## config.mk

```make
export PLATFORM = sky130hd
export DESIGN_NAME = fti_status_core
export DESIGN_NICKNAME = d
export VERILOG_FILES = /design/src/fti_pkg.sv /design/src/fti_edge_flags.sv /design/src/fti_status_core.sv
export SDC_FILE = /design/constraint.sdc
export NUM_CORES = 1
export LEC_CHECK = 0
export BUFFER_PORTS_ARGS = -buffer_cell sky130_fd_sc_hd__buf_4
export CAP_MARGIN = 0
export CORE_MARGIN = 2
export CORE_UTILIZATION = 49
export DETAILED_ROUTE_END_ITERATION = 10
export PLACE_DENSITY = 0.79
export SLEW_MARGIN = 25
export SYNTH_ARGS = -nofsm -noshare
export SYNTH_HDL_FRONTEND = slang
export SYNTH_SLANG_ARGS = --single-unit
```

## constraint.sdc

```tcl
create_clock -name sys_clk -period 1.9 [get_ports sys_clk]
set_input_delay 0.38 -clock sys_clk [delete_from_list [all_inputs] [get_ports sys_clk]]
set_output_delay 0.38 -clock sys_clk [all_outputs]
set_load 0.005 [all_outputs]
```

## src/fti_pkg.sv

```systemverilog
// constants for the buffer trigger select and interrupt status block
package fti_pkg;
  // ----------------------------------------------------------------
  // register offsets
  // ----------------------------------------------------------------
  localparam logic [7:0] FTI_OFS_TRIG_SELECT = 8'h0A;
  localparam logic [7:0] FTI_OFS_SYS_MODE    = 8'h0B;
  localparam logic [7:0] FTI_OFS_INT_SOURCE  = 8'h0C;

  // ----------------------------------------------------------------
  // field positions and reset values
  // ----------------------------------------------------------------
  localparam int         FTI_TRIG_LSB        = 2;      // fall/motion, then tap, orientation, transient
  localparam int         FTI_TRIG_W          = 4;
  localparam logic [3:0] FTI_TRIG_RESET      = 4'h0;
  localparam int         FTI_MODE_LSB        = 0;
  localparam int         FTI_COUNT_LSB       = 2;
  localparam int         FTI_COUNT_W         = 5;
  localparam int         FTI_GERR_BIT        = 7;
  localparam logic [4:0] FTI_COUNT_RESET     = 5'h00;
  localparam logic [4:0] FTI_COUNT_MAX       = 5'h1F;
  localparam int         FTI_SRC_SLEEP_WAKE  = 7;
  localparam int         FTI_SRC_BUFFER      = 6;
  localparam int         FTI_SRC_TRANSIENT   = 5;
  localparam int         FTI_SRC_ORIENT      = 4;
  localparam int         FTI_SRC_TAP         = 3;
  localparam int         FTI_SRC_FALL        = 2;
  localparam int         FTI_SRC_READY       = 0;
  localparam logic [7:0] FTI_SRC_USED        = 8'hFD;  // bit 1 is unused
  localparam logic [7:0] FTI_DATA_ZERO       = 8'h00;

  // ----------------------------------------------------------------
  // operating mode codes and the all-axes read mask
  // ----------------------------------------------------------------
  localparam logic [1:0] FTI_MODE_STANDBY    = 2'h0;
  localparam logic [1:0] FTI_MODE_WAKE       = 2'h1;
  localparam logic [1:0] FTI_MODE_SLEEP      = 2'h2;
  localparam logic [2:0] FTI_AXES_ALL        = 3'h7;
endpackage

```

## src/fti_edge_flags.sv

```systemverilog
// sticky flags set by rising edges of level inputs and cleared by pulses
`timescale 1ns/1ns
module fti_edge_flags #(
  parameter int W = 8
) (
  input  wire logic         sys_clk,
  input  wire logic         rst,
  input  wire logic [W-1:0] level,
  input  wire logic [W-1:0] clear,
  input  wire logic [W-1:0] enable,
  output logic      [W-1:0] flag,
  output logic      [W-1:0] rise
);
  logic [W-1:0] prev;
  logic [W-1:0] next_flag;

  // ----------------------------------------------------------------
  // edge detect and set-over-clear
  // ----------------------------------------------------------------
  always_comb begin
    rise      = level & ~prev;                       // low-to-high only
    next_flag = (flag & ~clear) | (rise & enable);   // a new edge beats the clear
  end

  // register the flags and the previous levels
  always_ff @(posedge sys_clk or posedge rst) begin
    if (rst) begin
      prev <= '0;
      flag <= '0;
    end else begin
      prev <= level;
      flag <= next_flag;
    end
  end
endmodule

```

## src/fti_status_core.sv

```systemverilog
// trigger select, system mode and interrupt source registers
`timescale 1ns/1ns
// How it works
// - a read/write select register holds transient in bit 5, orientation 4, tap 3 and fall/motion 2, all 0 at reset.
// - a trigger indication is set only by a low-to-high change of its function interrupt, never by a steady level.
// - a trigger indication clears when the host reads the source register of the function that raised it.
// - only a function whose select bit is 1 can trigger the sample buffer, and a 0 indication means no trigger.
// - bits 1 to 0 of the system mode register show the mode: 00 standby at reset, 01 wake, 10 sleep.
// - bit 7 of the system mode register is the gate error flag, 0 at reset and 1 once an error is seen.
// - only emptying the sample buffer clears the gate error flag.
// - bits 6 to 2 count sample periods since the gate error flag rose, starting at zero and zeroed when it clears.
// - the source register holds sleep/wake in 7, buffer 6, transient 5, orientation 4, tap 3, fall/motion 2, ready 0.
// - a source bit reads 1 while its function has raised an interrupt and 0 otherwise.
// - source bits set on a rising event and clear only on the read that belongs to their own function, never on a read of this register.
// - the ready source bit clears only after all three axis high bytes were read, not on a status read.
// - reading the system mode register clears the sleep/wake source bit.
// - reading the buffer status register clears the buffer source bit, which sets again on the next buffer event.
module fti_status_core
  import fti_pkg::*;
(
  input  wire logic       sys_clk,
  input  wire logic       rst,
  input  wire logic [7:0] reg_addr,
  input  wire logic       reg_wr,
  input  wire logic       reg_rd,
  input  wire logic [7:0] reg_wdata,
  output logic      [7:0] reg_rdata,
  input  wire logic [1:0] op_mode,
  input  wire logic       transient_event,
  input  wire logic       orientation_event,
  input  wire logic       tap_event,
  input  wire logic       fall_motion_event,
  input  wire logic       axes_ready_flag,
  input  wire logic       buffer_event,
  input  wire logic       sleep_wake_event,
  input  wire logic       transient_src_read,
  input  wire logic       orientation_src_read,
  input  wire logic       tap_src_read,
  input  wire logic       fall_motion_src_read,
  input  wire logic       buffer_status_read,
  input  wire logic [2:0] axis_high_read,
  input  wire logic       gate_error_detect,
  input  wire logic       buffer_emptied,
  input  wire logic       output_sample_rate,
  output logic            buffer_trigger,
  output logic      [3:0] trigger_pending,
  output logic      [7:0] interrupt_source
);
  logic [3:0]  trigger_select;
  logic [1:0]  mode;
  logic        gate_error_flag;
  logic [4:0]  gate_error_period_count;
  logic [2:0]  axes_seen;
  logic [3:0]  next_trigger_select;
  logic [1:0]  next_mode;
  logic        next_gate_error_flag;
  logic [4:0]  next_gate_error_period_count;
  logic [2:0]  next_axes_seen;
  logic [7:0]  next_reg_rdata;
  logic        next_buffer_trigger;
  logic        ready_clear;
  logic        mode_read;
  logic [3:0]  func_level;
  logic [3:0]  func_clear;
  logic [3:0]  func_rise;
  logic [7:0]  src_level;
  logic [7:0]  src_clear;
  logic [7:0]  src_rise;

  // ----------------------------------------------------------------
  // event vectors in register bit order
  // ----------------------------------------------------------------
  assign func_level = {transient_event, orientation_event, tap_event, fall_motion_event};
  assign func_clear = {transient_src_read, orientation_src_read, tap_src_read, fall_motion_src_read};
  assign mode_read  = reg_rd && (reg_addr == FTI_OFS_SYS_MODE);
  assign src_level  = {sleep_wake_event, buffer_event, func_level, 1'b0, axes_ready_flag};
  assign src_clear  = {mode_read, buffer_status_read, func_clear, 1'b0, ready_clear};

  // trigger indications, one per selectable function
  fti_edge_flags #(
    .W (FTI_TRIG_W)
  ) u_trig (
    .sys_clk (sys_clk),
    .rst     (rst),
    .level   (func_level),
    .clear   (func_clear),
    .enable  (trigger_select),
    .flag    (trigger_pending),
    .rise    (func_rise)
  );

  // interrupt source bits
  fti_edge_flags #(
    .W (8)
  ) u_src (
    .sys_clk (sys_clk),
    .rst     (rst),
    .level   (src_level),
    .clear   (src_clear),
    .enable  (FTI_SRC_USED),
    .flag    (interrupt_source),
    .rise    (src_rise)
  );

  // ----------------------------------------------------------------
  // next-state logic
  // ----------------------------------------------------------------
  always_comb begin
    next_trigger_select = trigger_select;
    if (reg_wr && reg_addr == FTI_OFS_TRIG_SELECT) begin
      next_trigger_select = reg_wdata[FTI_TRIG_LSB +: FTI_TRIG_W];
    end
    next_buffer_trigger = |(func_rise & trigger_select);
    next_mode = op_mode;
    // ready bit waits for all three axis high-byte reads
    next_axes_seen = axes_seen | axis_high_read;
    ready_clear    = (next_axes_seen == FTI_AXES_ALL);
    if (ready_clear) begin
      next_axes_seen = 3'h0;
    end
    // gate error: detection wins over an empty in the same cycle
    next_gate_error_flag         = gate_error_flag;
    next_gate_error_period_count = gate_error_period_count;
    if (gate_error_detect) begin
      next_gate_error_flag = 1'b1;
    end else if (buffer_emptied) begin
      next_gate_error_flag = 1'b0;
    end
    if (!next_gate_error_flag) begin
      next_gate_error_period_count = FTI_COUNT_RESET;
    end else if (gate_error_flag && output_sample_rate
                 && gate_error_period_count != FTI_COUNT_MAX) begin
      next_gate_error_period_count = gate_error_period_count + 5'h01;
    end
    // read data, unmapped offsets read as zero
    next_reg_rdata = FTI_DATA_ZERO;
    if (reg_rd) begin
      unique case (reg_addr)
        FTI_OFS_TRIG_SELECT: next_reg_rdata = {2'h0, trigger_select, 2'h0};
        FTI_OFS_SYS_MODE:    next_reg_rdata = {gate_error_flag, gate_error_period_count, mode};
        FTI_OFS_INT_SOURCE:  next_reg_rdata = interrupt_source;
        default:             next_reg_rdata = FTI_DATA_ZERO;
      endcase
    end
  end

  // ----------------------------------------------------------------
  // state registers
  // ----------------------------------------------------------------
  always_ff @(posedge sys_clk or posedge rst) begin
    if (rst) begin
      trigger_select          <= FTI_TRIG_RESET;
      mode                    <= FTI_MODE_STANDBY;
      gate_error_flag         <= 1'b0;
      gate_error_period_count <= FTI_COUNT_RESET;
      axes_seen               <= 3'h0;
      reg_rdata               <= FTI_DATA_ZERO;
      buffer_trigger          <= 1'b0;
    end else begin
      trigger_select          <= next_trigger_select;
      mode                    <= next_mode;
      gate_error_flag         <= next_gate_error_flag;
      gate_error_period_count <= next_gate_error_period_count;
      axes_seen               <= next_axes_seen;
      reg_rdata               <= next_reg_rdata;
      buffer_trigger          <= next_buffer_trigger;
    end
  end

  // ----------------------------------------------------------------
  // checks
  // ----------------------------------------------------------------
  AST_CFG_WRITE: assert property (@(posedge sys_clk) disable iff (rst)
    reg_wr && reg_addr == FTI_OFS_TRIG_SELECT |=> trigger_select == $past(reg_wdata[5:2]))
    else $error("trigger select did not take the write");
  AST_TRIG_ONLY_SELECTED: assert property (@(posedge sys_clk) disable iff (rst)
    !(|({$rose(transient_event), $rose(orientation_event), $rose(tap_event), $rose(fall_motion_event)}
        & trigger_select)) |=> !buffer_trigger)
    else $error("buffer trigger without a selected rising edge");
  AST_TRIG_FIRES: assert property (@(posedge sys_clk) disable iff (rst)
    |({$rose(transient_event), $rose(orientation_event), $rose(tap_event), $rose(fall_motion_event)}
      & trigger_select) |=> buffer_trigger)
    else $error("selected rising edge did not trigger the buffer");
  AST_TRIG_CLEAR: assert property (@(posedge sys_clk) disable iff (rst)
    tap_src_read && !$rose(tap_event) |=> !trigger_pending[1])
    else $error("trigger indication survived its source read");
  AST_MODE_READ: assert property (@(posedge sys_clk) disable iff (rst)
    reg_rd && reg_addr == FTI_OFS_SYS_MODE |=> reg_rdata[1:0] == $past(op_mode, 2))
    else $error("mode field does not follow the operating mode");
  AST_SUMMARY_NO_CLEAR: assert property (@(posedge sys_clk) disable iff (rst)
    reg_rd && reg_addr == FTI_OFS_INT_SOURCE && src_clear == 8'h00
    |=> (interrupt_source & $past(interrupt_source)) == $past(interrupt_source))
    else $error("summary register read cleared a source bit");
  AST_GERR_COUNT_ZERO: assert property (@(posedge sys_clk) disable iff (rst)
    !gate_error_flag |-> gate_error_period_count == 5'h00)
    else $error("gate error count nonzero without the flag");
  AST_TRIG_LEVEL_NO_SET: assert property (@(posedge sys_clk) disable iff (rst)
    !trigger_pending[0] && $past(fall_motion_event) && fall_motion_event |=> !trigger_pending[0])
    else $error("trigger indication set by a steady level");
  AST_GERR_SET: assert property (@(posedge sys_clk) disable iff (rst)
    gate_error_detect |=> gate_error_flag && gate_error_period_count == 5'h00 || $past(gate_error_flag))
    else $error("gate error flag not set after detection");
  AST_GERR_HOLD: assert property (@(posedge sys_clk) disable iff (rst)
    gate_error_flag && !buffer_emptied |=> gate_error_flag)
    else $error("gate error flag cleared without an empty buffer");
  AST_GERR_CLEAR: assert property (@(posedge sys_clk) disable iff (rst)
    buffer_emptied && !gate_error_detect |=> !gate_error_flag && gate_error_period_count == 5'h00)
    else $error("gate error not cleared with its count");
  AST_COUNT_STEP: assert property (@(posedge sys_clk) disable iff (rst)
    gate_error_flag && output_sample_rate && !buffer_emptied
    |=> gate_error_period_count == (($past(gate_error_period_count) == 5'h1F) ? 5'h1F
                                    : $past(gate_error_period_count) + 5'h01))
    else $error("gate error period count stepped wrongly");
  AST_READY_HOLD: assert property (@(posedge sys_clk) disable iff (rst)
    interrupt_source[0] && axis_high_read == 3'h0 && axes_seen != 3'h7 ##1 axis_high_read == 3'h0
    |=> interrupt_source[0])
    else $error("ready source bit cleared without all axis reads");
  AST_SLEEP_CLEAR: assert property (@(posedge sys_clk) disable iff (rst)
    mode_read && !src_rise[7] |=> !interrupt_source[7])
    else $error("sleep/wake source bit survived a mode register read");
  AST_BUFFER_SET: assert property (@(posedge sys_clk) disable iff (rst)
    src_rise[6] |=> interrupt_source[6])
    else $error("buffer source bit lost a new event");
endmodule

```

==> impl_metrics.env, run 1 <==
export IMPL_run_status="complete, no violations"
export IMPL_worstSkewPairLatency_ns=0.35
export IMPL_cts_root_buf="clkbuf_4"
export IMPL_postLayoutCellArea_um2=2310
export IMPL_cts_tree="built"
export IMPL_start_util_pct=51.7
export IMPL_arrival_ns=2.08
export IMPL_ant_nets=0
export IMPL_synth_nets=191
export IMPL_power_density_nw_per_um2=737
export IMPL_dpl_cell_area_um2=2250
export IMPL_grt_pass1_wl_um=6420
export IMPL_syn_to_final_growth_pct=32.0
export IMPL_syn_avg_cell_area_um2=11.8
export IMPL_setup_viol=0
export IMPL_netlist_instances=149
export IMPL_yosys_warnings=0
export IMPL_wl_per_cell_um=14.6
export IMPL_die_area_um2=4070
export IMPL_timing_hold_ws_ns=0.130
export IMPL_seq_area_frac_synth_pct=60.0
export IMPL_grt_use_total_pct=20.8
export IMPL_clockBufferDepth=2
export IMPL_rows=21
export IMPL_tns_ns=0
export IMPL_vias=1383
export IMPL_clock_skew_ns=0.0106
export IMPL_gp_congestion=0.867
export IMPL_tightestPinTransition_ns=0.562
export IMPL_io_buffers=55
export IMPL_coreArea_um2=3390
export IMPL_ys_ff_latch=42
export IMPL_yosysUniqueCellTypes=29
export IMPL_io_pins=61
export IMPL_grt_max_degree=43
export IMPL_firstDrtPassIters=4
export IMPL_maxCapViolations=0
export IMPL_drc_errors=0
export IMPL_wl_um=3810
export IMPL_hold_violations=0
export IMPL_cp_end_kind="flip-flop"
export IMPL_via_per_inst=5.30
export IMPL_period_needed_ns=1.81
export IMPL_grt_overflow_total=0
export IMPL_final_nets=256
export IMPL_ctsHoldBuffers=0
export IMPL_synthArstFlopShare_pct=100
export IMPL_antenna_found_initial=0
export IMPL_hp_class="input pin to flip-flop"
export IMPL_synth_edff_count=0
export IMPL_cts_resized_gates=0
export IMPL_fmax_mhz=554
export IMPL_drive_gt1_share_pct=38.1
export IMPL_htreeDepth=2
export IMPL_criticalPathCategory="flip-flop to flip-flop"
export IMPL_die_h_um=63.8
export IMPL_rsz0062_at_grt="no"
export IMPL_post_cts_setup_buffer_count=0
export IMPL_drtIter0Drc=92
export IMPL_ys_flop_type="dfrtp_1"
export IMPL_clkSinkCount=42
export IMPL_p_leak_uw=0.00119
export IMPL_max_slew_margin_pct=62.4
export IMPL_fin_crit_sh_pct=95.0
export IMPL_grt_pass1_vias=1405
export IMPL_clkTransAtPathRegs_ns=0.12
export IMPL_critPathMaxFanout=4
export IMPL_vdd_drop_max_mv=0.482
export IMPL_antennaDiodeCount=0
export IMPL_required_ns=2.17
export IMPL_cts_buffers_inserted=5
export IMPL_crit_path_start_kind="flip-flop"
export IMPL_hpwlAfterDp_um=2940
export IMPL_die_x_um=63.8
export IMPL_synth_area_um2=1750
export IMPL_slew_violations=0
-- state kept, by name, summed over array words and instances, names as in the netlist --
signal / count
axes_seen: 3
buffer_trigger: 1
gate_error_flag: 1
gate_error_period_count: 5
mode: 2
reg_rdata: 8
trigger_select: 4
u_src.flag: 7
u_src.prev: 4
u_trig.flag: 4
u_trig.prev: 3
-- cells in the mapped netlist (all sizes together), types with 3 or more instances --
library cell | count | area, µm²
nand3b | 5 | 37.5
a21oi | 9 | 45.0
nand4 | 12 | 75.1
mux2 | 8 | 90.1
o21ai | 7 | 35.0
o22ai | 6 | 37.5
dfrtp | 42 | 1050
inv | 20 | 75.1
nor2 | 12 | 45.0
buf | 3 | 17.5
nand3 | 5 | 25.0
-- layout by cell type (no fill, tap or decap), types with 2 or more instances in the layout --
cell type  Yosys  routed
a21oi_1        9       9
buf_4          1      61
clkbuf_4       0       5
dfrtp_1       42      42
ha_1           2       2
inv_1         20      20
mux2_2         8       8
mux2i_1        2       2
nand3_1        5       5
nand3b_1       5       5
nand4_1       12      12
nor2_1        12      12
o21ai_0        7       7
o22ai_1        6       6
xor2_1         2       2
-- critical path: stages, from the launching register on --
cell      delay [ns]
dfrtp_1         0.44
ha_1            0.23
and3_1          0.19
ha_1            0.18
nand3b_1        0.17
or3_1           0.37
a21oi_1         0.15
-- layer usage --
| metal | routed length, µm | global-route usage (%) | up-vias |
|---|---|---|---|
| li1 | - | - | 650 |
| met1 | 1580 | 25.2 | 671 |
| met2 | 1980 | 35.2 | 60 |
| met3 | 242 | 6.69 | 2 |
| met4 | 18 | 6.79 | 0 |
| met5 | 0 | 0 | - |
-- where the power goes --
part	switching [µW]	internal, µW
Clock	285	178
Sequential	48.2	955
Combinational	111	129
-- cell type report --
| type | count | area [µm²] |
|---|---|---|
| repair buffers | 61 | 458 |
| fillers | 262 | 1070 |
| flip-flops and latches | 42 | 1050 |
| multi-input cells | 84 | 609 |
| inverters | 20 | 75.1 |
| clock inverters | 2 | 12.5 |
| clock buffers | 6 | 51.3 |
| well taps | 46 | 57.6 |
-- worst paths after layout --
| path | startpoint | to | slack [ns] | cells past startpoint |
|---|---|---|---|---|
| hold reg to reg | u_src.prev[0]$_DFF_PP0_ | u_src.flag[0]$_DFF_PP0_ | 0.43 | 1 |
| min in group asynchronous | rst | u_src.flag[2]$_DFF_PP0_ | 0.14 | 3 |
| setup reg to reg | gate_error_period_count[0]$_DFFE_PP0P_ | gate_error_period_count[3]$_DFFE_PP0P_ | 0.09 | 6 |
| setup / recovery | gate_error_period_count[0]$_DFFE_PP0P_ | gate_error_period_count[3]$_DFFE_PP0P_ | 0.09 | 6 |
| hold / removal | op_mode[1] | mode[1]$_DFF_PP0_ | 0.13 | 1 |
| max in group asynchronous | rst | gate_error_period_count[4]$_DFFE_PP0P_ | 1.39 | 3 |
-- through the flow --
step / cells / utilization [%] / setup WS, ns / total power, µW
2_1_floorplan: 149 / - / 0.139 / 1120
3_3_place_gp: 253 / 66.4 / 0.222 / 1250
3_5_place_dp: 253 / 66.4 / 0.132 / 1260
4_1_cts: 261 / 68.3 / 0.0971 / 1730
5_1_grt: 261 / 68.3 / 0.0205 / 1800
6_report: 261 / 68.3 / 0.0948 / 1710
-- kinds of logic after synthesis --
| kind of cell | share of synthesized area [%] |
|---|---|
| buf+inv | 5.28 |
| xor+xnor | 0.999 |
| other cells | 0.214 |
| compound gates | 7.64 |
| flops | 60.0 |
| simple gates | 18.2 |
| mux | 6.28 |
| fa+ha+maj | 1.43 |
Power figures use the tool's default switching activity.
==> inputs of run 2 (changes only) <==
CORE_MARGIN = not set   (was 2)
SETUP_SLACK_MARGIN = 0.1   (was not set)
==> impl_metrics.env, run 2 (synthesis gave the netlist of run 1 again) <==
export IMPL_n_fill_cell=265
export IMPL_slowest_delay_ns=0.40
export IMPL_cts_tree="built"
export IMPL_grt_pass1_wl_um=5750
export IMPL_top_regs="reg_rdata (8), u_src.flag (7), gate_error_period_count (5)"
export IMPL_final_cell_mix="buf_4 (64), dfrtp_1 (42), inv_1 (20)"
export IMPL_ant_nets=0
export IMPL_tightestPinTransition_ns=0.598
export IMPL_maxCapViolations=0
export IMPL_vdd_drop_max_mv=0.534
export IMPL_dpl_cell_area_um2=2250
export IMPL_cts_root_buf="clkbuf_4"
export IMPL_postLayoutCellArea_um2=2340
export IMPL_run_status="complete, no violations"
export IMPL_grt_max_degree=43
export IMPL_gp_congestion=0.818
export IMPL_die_x_um=61.8
export IMPL_use_met3_pct=4.76
export IMPL_fin_crit_sh_pct=90.4
export IMPL_worstReg2RegEnd="gate_error_period_count[3]$_DFFE_PP0P_"
export IMPL_final_nets=259
export IMPL_path_cells="ha_2 -> and3_1 -> ha_1 -> nand3b_1 -> buf_4 -> o21ai_2 -> a21oi_4"
export IMPL_grt_overflow_total=0
export IMPL_drtIter0Drc=36
export IMPL_drive_gt1_share_pct=39.6
export IMPL_busiest_layer="met2"
export IMPL_power_density_nw_per_um2=713
export IMPL_clock_skew_ns=0.0138
export IMPL_antennaDiodeCount=0
export IMPL_final_common_cell="buf_4"
export IMPL_crit_path_start_kind="flip-flop"
export IMPL_hpwlAfterDp_um=2920
export IMPL_syn_to_final_growth_pct=33.5
export IMPL_vias=1386
export IMPL_rsz0062_at_grt="no"
export IMPL_drc_errors=0
export IMPL_clkTransAtPathRegs_ns=0.12
export IMPL_r2r_start="gate_error_period_count[0]$_DFFE_PP0P_"
export IMPL_cp_end_kind="flip-flop"
export IMPL_firstDrtPassIters=4
export IMPL_grt_pass1_vias=1305
export IMPL_critPathMaxFanout=4
export IMPL_clockBufferDepth=2
export IMPL_grt_use_met1_pct=26.2
export IMPL_worstSkewPairLatency_ns=0.35
export IMPL_via_per_inst=5.27
export IMPL_crit_family="flip-flops"
export IMPL_hp_class="input pin to async pin"
export IMPL_critPathSlowestCell="dfrtp_1"
export IMPL_r2r_slack_ns=0.18
export IMPL_wl_per_cell_um=14.6
export IMPL_largest_reg_flops=8
export IMPL_fmax_mhz=582
export IMPL_critical_path_startpoint="gate_error_period_count[0]$_DFFE_PP0P_"
export IMPL_required_ns=2.11
export IMPL_hold_violations=0
export IMPL_io_pins=61
export IMPL_max_slew_margin_pct=60.1
export IMPL_cts_buffers_inserted=5
export IMPL_antenna_found_initial=0
export IMPL_crit_buf_inv=1
export IMPL_total_power_uw=1670
export IMPL_io_buffers=55
export IMPL_ctsHoldBuffers=0
export IMPL_htreeDepth=2
export IMPL_die_h_um=61.8
export IMPL_grt_use_total_pct=21.7
export IMPL_ff2ff_path_depth=7
export IMPL_rows=21
export IMPL_setup_viol=0
export IMPL_die_area_um2=3820
export IMPL_coreArea_um2=3390
export IMPL_slew_violations=0
export IMPL_p_leak_uw=0.00119
export IMPL_tns_ns=0
export IMPL_period_needed_ns=1.72
export IMPL_grtUsageMet2_pct=37.0
export IMPL_criticalPathCategory="flip-flop to flip-flop"
export IMPL_clkSinkCount=42
export IMPL_arrival_ns=1.93
export IMPL_wl_um=3830
export IMPL_start_util_pct=51.7
export IMPL_top_register="reg_rdata"
-- run 2: metrics by stage --
| stage | hold slack [ns] | instances | utilization [%] | worst slack, ns |
|---|---|---|---|---|
| after floorplan | 0.399 | 149 | - | 0.139 |
| after global placement | 0.408 | 253 | 66.4 | 0.223 |
| after detailed placement | 0.420 | 253 | 66.4 | 0.0312 |
| after CTS | 0.131 | 262 | 68.3 | 0.103 |
| after global routing | 0.111 | 263 | 69.1 | 0.101 |
| final | 0.146 | 263 | 69.1 | 0.182 |
-- run 2: how the worst max path moves through the flow --
stage / end / slack [ns] / cells after the start
6_report: gate_error_period_count[3]$_DFFE_PP0P_ / 0.18 / 7
5_1_grt: gate_error_period_count[3]$_DFFE_PP0P_ / 0.10 / 7
4_1_cts: gate_error_period_count[3]$_DFFE_PP0P_ / 0.10 / 6
3_5_place_dp: gate_error_period_count[3]$_DFFE_PP0P_ / 0.03 / 6
3_3_place_gp: gate_error_period_count[3]$_DFFE_PP0P_ / 0.22 / 6
2_1_floorplan: gate_error_period_count[3]$_DFFE_PP0P_ / 0.14 / 6
-- run 2: cell type report --
cell class	instances	area, µm²	area share [%]
well taps	46	57.6	2.46
flip-flops and latches	42	1050	44.9
inverters	20	75.1	3.21
repair buffers	64	480	20.5
clock buffers	7	45.0	1.92
multi-input cells	84	632	27.0
-- run 2: layer usage --
metal  part of all wire, %  routed length, µm
met5                     0                  0
met4                  0.78                 30
met3                   6.4                244
met2                    51               1970
met1                    41               1580
-- run 2: power by group --
part | switching, µW | internal, µW
logic | 124 | 147
registers | 43.7 | 955
clock network | 259 | 140
total | 427 | 1240
-- run 2: tightest hold or removal path: stages --
cell,delay (ns)
buf_4,0.10
inv_1,0.04
buf_4,0.43
-- run 2: repair_timing --
item,CTS,global route
endpoints found under the setup margin,1,2
buffers inserted,2,1
pin swaps,0,2
resized for setup,2,4
